--- src/logic/ppc_pkg.sv ---
// Purpose: constants and carriers for the port pad configuration bank
// Assumes: paged special-function space, 8-bit data, page select 0/1
// Notes: How it works list follows
// How it works
// - pull-up bit acts only when pin not reset
// - port 3 mode decoded from low/high bits
// - port 3 mode resets to input-only
// - port 3 mode registers at AC/AD page 0
// - per-pin input type bit, reset zero
// - pin 2.0 input type bit 0 at B5
// - per-pin slew bit, normal after reset
// - timer pin toggles per overflow, starts high
// - pin 2.0 input only, reads 0 otherwise
package ppc_pkg;
	localparam logic [7:0] ADDR_P3_MODE_LOW  = 8'hAC;
	localparam logic [7:0] ADDR_P3_MODE_HIGH = 8'hAD;
	localparam logic [7:0] ADDR_P3_IN_TYPE   = 8'hAC;
	localparam logic [7:0] ADDR_P0_IN_TYPE   = 8'hB1;
	localparam logic [7:0] ADDR_P0_SLEW      = 8'hB2;
	localparam logic [7:0] ADDR_P1_IN_TYPE   = 8'hB3;
	localparam logic [7:0] ADDR_P1_SLEW      = 8'hB4;
	localparam logic [7:0] ADDR_PIN20_SET    = 8'hB5;
	localparam logic       PAGE_BASE         = 1'b0;
	localparam logic       PAGE_EXT          = 1'b1;
	localparam logic [7:0] RST_P3_MODE_LOW   = 8'h01;
	localparam logic [7:0] RST_ZERO          = 8'h00;
	localparam logic [7:0] MASK_BIT0         = 8'h01;
	localparam logic [7:0] MASK_PIN20_SET    = 8'h8D;
	localparam int         BIT_PULL_UP       = 7;
	localparam int         BIT_T1_OUT_EN     = 3;
	localparam int         BIT_T0_OUT_EN     = 2;
	localparam int         BIT_P20_IN_TYPE   = 0;

	typedef enum logic [1:0] {
		PPC_QUASI     = 2'h0,
		PPC_PUSH_PULL = 2'h1,
		PPC_INPUT     = 2'h2,
		PPC_OPEN      = 2'h3
	} ppc_mode_e;

	typedef struct packed {
		logic       write;
		logic       read;
		logic       page;
		logic [7:0] addr;
		logic [7:0] wdata;
	} ppc_bus_s;

	typedef struct packed {
		logic [7:0] p0_in_type;
		logic [7:0] p1_in_type;
		logic       p20_in_type;
		logic       p3_in_type;
		logic [7:0] p0_slew;
		logic [7:0] p1_slew;
	} ppc_pad_s;
endpackage

--- src/logic/ppc_port_pad_config_regs.sv ---
`timescale 1ns/1ps
// Purpose: pad control register bank for the general-purpose ports
// Assumes: same-clock special-function bus; page chosen by the processor
// Notes: read data is registered one cycle after the read strobe
module ppc_port_pad_config_regs (
	input  wire logic             clk,
	input  wire logic             rst_n,
	input  wire ppc_pkg::ppc_bus_s bus,
	output logic [7:0]            rdata,
	output logic                  rhit,
	input  wire logic             reset_pin_disable_cfg,
	input  wire logic             pin20_pad_in,
	input  wire logic             timer0_overflow,
	input  wire logic             timer1_overflow,
	output ppc_pkg::ppc_mode_e    port3_mode,
	output ppc_pkg::ppc_pad_s     pad_cfg,
	output logic                  pin20_pull_up,
	output logic                  pin20_in,
	output logic                  timer0_toggle_pin,
	output logic                  timer1_toggle_pin,
	output logic                  timer0_toggle_out_enable,
	output logic                  timer1_toggle_out_enable
);
	logic [7:0] port3_mode_select_low;
	logic [7:0] port3_mode_select_high;
	logic [7:0] port3_input_type;
	logic [7:0] port0_input_type;
	logic [7:0] port1_input_type;
	logic [7:0] port0_slew_rate;
	logic [7:0] port1_slew_rate;
	logic [7:0] pin20_setting_timer_out;
	logic       cfg_meta;
	logic       cfg_sync;
	logic       pin_meta;
	logic       pin_sync;
	logic       pg0;
	logic       pg1;
	logic [7:0] next_rdata;
	logic       next_rhit;

	assign pg0 = bus.page == ppc_pkg::PAGE_BASE;
	// port 3 input type shares offset AC with page 0, so page decides
	assign pg1 = bus.page == ppc_pkg::PAGE_EXT;

	// configuration strap and pad arrive from outside the clock domain
	always_ff @(posedge clk or negedge rst_n) begin
		if (!rst_n) begin
			// assume reset pin until the strap is seen: pull-up never dips
			cfg_meta <= 1'b1;
			cfg_sync <= 1'b1;
			pin_meta <= 1'b0;
			pin_sync <= 1'b0;
		end else begin
			cfg_meta <= reset_pin_disable_cfg;
			cfg_sync <= cfg_meta;
			pin_meta <= pin20_pad_in;
			pin_sync <= pin_meta;
		end
	end

	always_ff @(posedge clk or negedge rst_n) begin
		if (!rst_n) begin
			port3_mode_select_low  <= ppc_pkg::RST_P3_MODE_LOW;
			port3_mode_select_high <= ppc_pkg::RST_ZERO;
		end else if (bus.write && pg0) begin
			if (bus.addr == ppc_pkg::ADDR_P3_MODE_LOW)
				port3_mode_select_low <= bus.wdata & ppc_pkg::MASK_BIT0;
			if (bus.addr == ppc_pkg::ADDR_P3_MODE_HIGH)
				port3_mode_select_high <= bus.wdata & ppc_pkg::MASK_BIT0;
		end
	end

	always_ff @(posedge clk or negedge rst_n) begin
		if (!rst_n) begin
			port3_input_type <= ppc_pkg::RST_ZERO;
			port0_input_type <= ppc_pkg::RST_ZERO;
			port1_input_type <= ppc_pkg::RST_ZERO;
			port0_slew_rate  <= ppc_pkg::RST_ZERO;
			port1_slew_rate  <= ppc_pkg::RST_ZERO;
		end else if (bus.write && pg1) begin
			case (bus.addr)
				ppc_pkg::ADDR_P3_IN_TYPE:
					port3_input_type <= bus.wdata & ppc_pkg::MASK_BIT0;
				ppc_pkg::ADDR_P0_IN_TYPE: port0_input_type <= bus.wdata;
				ppc_pkg::ADDR_P1_IN_TYPE: port1_input_type <= bus.wdata;
				ppc_pkg::ADDR_P0_SLEW:    port0_slew_rate  <= bus.wdata;
				ppc_pkg::ADDR_P1_SLEW:    port1_slew_rate  <= bus.wdata;
				default: ;
			endcase
		end
	end

	// the pin 2.0 setting register is visible on both pages
	always_ff @(posedge clk or negedge rst_n) begin
		if (!rst_n) begin
			pin20_setting_timer_out <= ppc_pkg::RST_ZERO;
		end else if (bus.write && bus.addr == ppc_pkg::ADDR_PIN20_SET) begin
			pin20_setting_timer_out <= bus.wdata & ppc_pkg::MASK_PIN20_SET;
		end
	end

	always_comb begin
		next_rdata = 8'h00;
		next_rhit  = 1'b0;
		if (bus.addr == ppc_pkg::ADDR_PIN20_SET) begin
			next_rdata = pin20_setting_timer_out;
			next_rhit  = 1'b1;
		end else if (pg0) begin
			case (bus.addr)
				ppc_pkg::ADDR_P3_MODE_LOW: begin
					next_rdata = port3_mode_select_low;
					next_rhit  = 1'b1;
				end
				ppc_pkg::ADDR_P3_MODE_HIGH: begin
					next_rdata = port3_mode_select_high;
					next_rhit  = 1'b1;
				end
				default: ;
			endcase
		end else begin
			next_rhit = 1'b1;
			case (bus.addr)
				ppc_pkg::ADDR_P3_IN_TYPE: next_rdata = port3_input_type;
				ppc_pkg::ADDR_P0_IN_TYPE: next_rdata = port0_input_type;
				ppc_pkg::ADDR_P1_IN_TYPE: next_rdata = port1_input_type;
				ppc_pkg::ADDR_P0_SLEW:    next_rdata = port0_slew_rate;
				ppc_pkg::ADDR_P1_SLEW:    next_rdata = port1_slew_rate;
				default:                  next_rhit  = 1'b0;
			endcase
		end
	end

	// unmapped addresses read zero with rhit low so other banks may answer
	always_ff @(posedge clk or negedge rst_n) begin
		if (!rst_n) begin
			rdata <= 8'h00;
			rhit  <= 1'b0;
		end else if (bus.read) begin
			rdata <= next_rdata;
			rhit  <= next_rhit;
		end else begin
			rdata <= 8'h00;
			rhit  <= 1'b0;
		end
	end

	always_ff @(posedge clk or negedge rst_n) begin
		if (!rst_n) begin
			port3_mode <= ppc_pkg::PPC_INPUT;
			pad_cfg    <= '0;
		end else begin
			port3_mode <= ppc_pkg::ppc_mode_e'({port3_mode_select_low[0],
				port3_mode_select_high[0]});
			pad_cfg.p0_in_type  <= port0_input_type;
			pad_cfg.p1_in_type  <= port1_input_type;
			pad_cfg.p20_in_type <=
				pin20_setting_timer_out[ppc_pkg::BIT_P20_IN_TYPE];
			pad_cfg.p3_in_type  <= port3_input_type[0];
			pad_cfg.p0_slew     <= port0_slew_rate;
			pad_cfg.p1_slew     <= port1_slew_rate;
		end
	end

	// strap value 1 means the pin is reset: pull-up forced, data reads 0
	always_ff @(posedge clk or negedge rst_n) begin
		if (!rst_n) begin
			pin20_pull_up            <= 1'b1;
			pin20_in                 <= 1'b0;
			timer0_toggle_out_enable <= 1'b0;
			timer1_toggle_out_enable <= 1'b0;
		end else begin
			pin20_pull_up <= cfg_sync ? 1'b1
				: pin20_setting_timer_out[ppc_pkg::BIT_PULL_UP];
			pin20_in <= cfg_sync ? 1'b0 : pin_sync;
			timer0_toggle_out_enable <=
				pin20_setting_timer_out[ppc_pkg::BIT_T0_OUT_EN];
			timer1_toggle_out_enable <=
				pin20_setting_timer_out[ppc_pkg::BIT_T1_OUT_EN];
		end
	end

	ppc_toggle_out u_t0 (
		.clk      (clk),
		.rst_n    (rst_n),
		.enable   (pin20_setting_timer_out[ppc_pkg::BIT_T0_OUT_EN]),
		.overflow (timer0_overflow),
		.pin_out  (timer0_toggle_pin)
	);

	ppc_toggle_out u_t1 (
		.clk      (clk),
		.rst_n    (rst_n),
		.enable   (pin20_setting_timer_out[ppc_pkg::BIT_T1_OUT_EN]),
		.overflow (timer1_overflow),
		.pin_out  (timer1_toggle_pin)
	);
endmodule // ppc_port_pad_config_regs

--- src/logic/ppc_toggle_out.sv ---
`timescale 1ns/1ps
// Purpose: one timer toggle output
// Assumes: overflow is a one-cycle pulse on clk
// Notes: output holds high while disabled
module ppc_toggle_out (
	input  wire logic clk,
	input  wire logic rst_n,
	input  wire logic enable,
	input  wire logic overflow,
	output logic      pin_out
);
	always_ff @(posedge clk or negedge rst_n) begin
		if (!rst_n) begin
			pin_out <= 1'b1;
		end else if (!enable) begin
			// re-arm high so the first overflow after enabling drives low
			pin_out <= 1'b1;
		end else if (overflow) begin
			pin_out <= ~pin_out;
		end
	end
endmodule // ppc_toggle_out

--- config.mk ---
export PLATFORM = sky130hd
export DESIGN_NAME = ppc_port_pad_config_regs
export DESIGN_NICKNAME = d
export VERILOG_FILES = /design/src/logic/ppc_pkg.sv /design/src/logic/ppc_port_pad_config_regs.sv /design/src/logic/ppc_toggle_out.sv
export SDC_FILE = /design/constraint.sdc
export NUM_CORES = 1
export LEC_CHECK = 0
export BUFFER_PORTS_ARGS = -buffer_cell sky130_fd_sc_hd__buf_4
export CAP_MARGIN = 10
export CORE_UTILIZATION = 30
export DETAILED_ROUTE_END_ITERATION = 10
export PLACE_DENSITY = 0.47
export SYNTH_ARGS = -nofsm -noshare
export SYNTH_HDL_FRONTEND = slang
export SYNTH_SLANG_ARGS = --single-unit
--- constraint.sdc ---
create_clock -name clk -period 2.33 [get_ports clk]
set_clock_uncertainty 0.15 [all_clocks]
set_input_delay 0.466 -clock clk [delete_from_list [all_inputs] [get_ports clk]]
set_output_delay 0.466 -clock clk [all_outputs]
set_load 0.005 [all_outputs]
Word level (Yosys, flattened, before mapping):

Cells that the tools add are included.

* register bits: 94
* input bits: 25
* output and inout bits: 51
* word-level logic and storage cells: 67

* equality and inequality tests: 9
* muxes and demuxes: 16
* bitwise gates (word level): 3
* reductions and logical operators: 12

Operators by type and width (count)
* 8-bit == test, second input constant: 7
* 8-bit one-hot mux with 5 select lines: 1
* 8-bit two-way mux: 3
* 2-bit AND reduction: 7
* 1-bit two-way mux: 11
* 5-bit OR reduction: 1
* 2-bit inequality test, second input constant: 2
* 1-bit logical AND: 3
* 1-bit NOT: 3
* 1-bit one-hot mux with 2 select lines: 1
* 2-bit OR reduction: 1

Logic depth before layout (Yosys ltp):

* word-level depth: 6
* mapped depth: 6

By module:

From an unflattened synthesis, not the netlist that was laid out.

* cells, all modules: 223
* area total of the unflattened synthesis: 3418.3 um^2

By module, submodules not included
* ppc_port_pad_config_regs: times used 1, cells each 217, area each 3340.7 um^2, sequential area each 2308.5 um^2
* ppc_toggle_out: times used 2, cells each 3, area each 38.8 um^2, sequential area each 26.3 um^2

Worst setup path before layout:

No wires, ideal clock.

* kind: in2reg
* start: input port bus[10] (netlist name)
* end: register port0_slew_rate[0]
* library setup time: 0.125 ns
* data arrival time: 1.733 ns
* data required time: 2.055 ns
* setup slack: 0.322 ns
* cell stages on the path: 5
* buffers on the path: 2
* cell sequence: buf_2 and4bb_2 buf_4 nor3b_4 mux2_2

* longest elaborated chain between the ends: 2

Ends and longest elaborated chain
* start, declared: line ppc_port_pad_config_regs.sv:8 `input wire ppc_pkg::ppc_bus_s bus,`
* 8-bit == test: line ppc_port_pad_config_regs.sv:81 `case (bus.addr)`
* 2-bit AND reduction (no line)
* end signal, assigned: line ppc_port_pad_config_regs.sv:78 `port0_slew_rate <= ppc_pkg::RST_ZERO;`
* end signal, assigned: line ppc_port_pad_config_regs.sv:86 `ppc_pkg::ADDR_P0_SLEW: port0_slew_rate <= bus.wdata;`
* end, declared: line ppc_port_pad_config_regs.sv:29 `logic [7:0] port0_slew_rate;`

No other way between the ends.
A chain may end at the register's enable or synchronous reset.

Worst setup path in the final report:

* start: input port bus[8] (netlist name)
* end: register pin20_setting_timer_out[7]

* longest elaborated chain between the ends: 2

Ends and longest elaborated chain
* 8-bit == test: line ppc_port_pad_config_regs.sv:97 `end else if (bus.write && bus.addr == ppc_pkg::ADDR_PIN20_SET) begin`
* 1-bit logical AND: line ppc_port_pad_config_regs.sv:97
* end signal, assigned: line ppc_port_pad_config_regs.sv:96 `pin20_setting_timer_out <= ppc_pkg::RST_ZERO;`
* end signal, assigned: line ppc_port_pad_config_regs.sv:98 `pin20_setting_timer_out <= bus.wdata & ppc_pkg::MASK_PIN20_SET;`
* end, declared: line ppc_port_pad_config_regs.sv:31 `logic [7:0] pin20_setting_timer_out;`

No other way between the ends.

==> results.ini <==
[sta]
finalSetupTns_ps = 0
slew_headroom_pct = 65.8
final-max-slew-violation-count = 0
layout_min_cycle_time_ps = 1890
fmax_mhz = 529
finalSetupViolations = 0
hold_viol_final = 0
worstMarginPinSlew_ps = 512
finalCritPeriodShare_pct = 81.1
rsz0062_at_grt = no

[grt]
antenna_found_initial = 0
grt_pass1_vias = 2254
grt_pass1_wl_um = 12100
grt_max_degree = 45
overflow = 0
grt_usage_pct = 13.9

[setup_path]
r2r-start = port0_slew_rate[0]
crit_end = pin20_setting_timer_out[7]
path_buf_inv = 2
reg2regPathDepth = 4
start_kind = primary input
cpMostUsedCell = buf_4
cp-startpoint = bus[8]
crit_slowest_cell = nor4bb_1
r2r-end = rdata[0]
reg2reg_slack_ps = 790
cpLargestDelayFamily = simple AND/OR/NAND/NOR gates
cpPeakStageDelay_ps = 390
crit_cells = 5
path_max_fanout = 15
crit_chain = buf_4, nor4bb_1, buf_4, nand4_1, mux2_2
cp-end-kind = flop
worstPathRequired_ps = 2400
worstPathArrival_ps = 1960
worstSetupPathType = in2reg

[synthesis]
synth_nets = 254
yosys.area.top_type = dfrtp_1
synthArstFlopShare_pct = 100
synth.top_cells.by_count = dfrtp_1 (87), mux2_2 (46), nand2_1 (9)
avgSynthCellArea_um2 = 15.2
ys_warn_count = 0
yosysSeqAreaShare_pct = 68.0
synthDominantCellAreaShare_pct = 62.7
synth_area_um2 = 3470
synth.area.top_cells = dfrtp_1 (63%), mux2_2 (15%), dfstp_2 (5.3%)
synthCells = 229
ys_types = 43
ys_ff_latch = 94
synth.most_common_cell = dfrtp_1
ys_dominant_reg_cell = dfrtp_1
synth_edf_count = 0

[floorplanning]
initial_core_util_pct = 31.5
die-area_um2 = 12000
die_h_um = 110
num_rows = 38
die_w_um = 110
io_pins = 76
fp.coreArea_um2 = 11000

[final_layout]
fin_area_um2 = 4560
utilization_pct = 41.3
syn_to_final_growth_pct = 31.4
drive_gt1_share_pct = 49.7
antenna_cells = 0
nets = 346

[placed_design]
port_buffers = 75
hpwl_um = 5520
gp_congestion = 0.801
placed_cell_area_um2 = 4270

[clock_tree]
clk_pin_slew_ps = 70
tritoncts = yes
h-tree-depth = 3
cts-root-buf = clkbuf_16
numCtsBuffers = 9
cts_buffer_depth = 2
post_cts_resized = 0
clock-sinks = 94
clock_latency_ps = 330

[status]
status = finished, final reports clean

[hold_path]
hold_class = in2reg

[route]
drt_iter0_markers = 77
dr.pass1.iters = 4
post_drt_via_cell_ratio = 4.69
drc = 0
ant_nets = 0
wl_per_cell_um = 16.4
wirelength_um = 7650
dr_total_vias = 2187

[power_and_ir_drop]
leakagePower_nw = 2.26
peakVddDrop_uv = 359
p_per_area_nw_per_um2 = 709

[job]
drv_cap = 0

==> power by group <==
part / leakage, nW / switching, mW / total (mW) / internal [mW]
Clock: 0.128 / 0.600 / 1.34 / 0.737
Combinational: 0.854 / 0.0977 / 0.191 / 0.0929
Sequential: 1.28 / 0.0242 / 1.70 / 1.68
==> metrics by stage <==
step           power [mW]  hold slack [ps]  setup slack, ps  cells
2_1_floorplan        1.79             20.4              322    229
3_3_place_gp         1.93              184              100    449
3_5_place_dp         1.93              185              116    449
4_1_cts              3.29             74.5              448    466
5_1_grt              3.38             74.3              327    466
6_report             3.23             87.1              439    466
==> state kept, by name, indices dropped and copies added (netlist names), 2 cells and up <==
register                 flops
pin20_setting_timer_out      4
rdata                        8
port0_input_type             8
port0_slew_rate              8
pad_cfg                     34
port3_mode                   2
port1_input_type             8
port1_slew_rate              8
==> cell type report <==
class / count / area [um^2]
clock inverter: 5 / 43.8
tap: 140 / 175
sequential: 94 / 2360
inverter: 3 / 11.3
timing repair buffer: 88 / 676
multi-input combinational: 125 / 1060
clock buffer: 11 / 233
fill: 1035 / 6470
==> cell usage in the layout, fill, tap and decap left out, types with 5 or more instances in the layout <==
| cell | count |
|---|---|
| dfstp_2 | 7 |
| nand3_1 | 5 |
| buf_4 | 86 |
| a21oi_1 | 6 |
| dfrtp_1 | 87 |
| mux2_2 | 46 |
| clkbuf_16 | 9 |
| nand2_1 | 9 |
==> cells by family after synthesis <==
kind of cell / synth area share, %
buffers and inverters: 1.37
AOI/OAI and AO/OA: 5.41
and+or+nand+nor: 9.12
DFF: 68.0
muxes: 15.5
xor gates and xnor gates: 0.505
==> worst min path at each step <==
stage,from,endpoint,slack [ps],depth (start not counted)
finish,reset_pin_disable_cfg,cfg_meta,90,1
global route,pin20_pad_in,pin_meta,70,1
CTS,reset_pin_disable_cfg,cfg_meta,70,1
detailed placement,pin_meta,pin_sync,180,0
global placement,pin_meta,pin_sync,180,0
floorplan,rst_n,pad_cfg[0],20,0
==> metal layers <==
layer  wire [um]  vias to the layer above  track usage [%]
li1            -                     1018                -
met3         293                       10             2.37
met4         130                        0             6.57
met5           0                        -                0
met1        3450                     1099             18.7
met2        3770                       60             21.8
==> what timing repair did <==
| action | in CTS | in global routing |
|---|---|---|
| setup endpoints to repair | 0 | 0 |
| setup buffers | 0 | 0 |
| hold buffers | 1 | 0 |
| endpoints found under the hold margin | 25 | 0 |
Note: power is estimated with default switching activity, not from simulation.
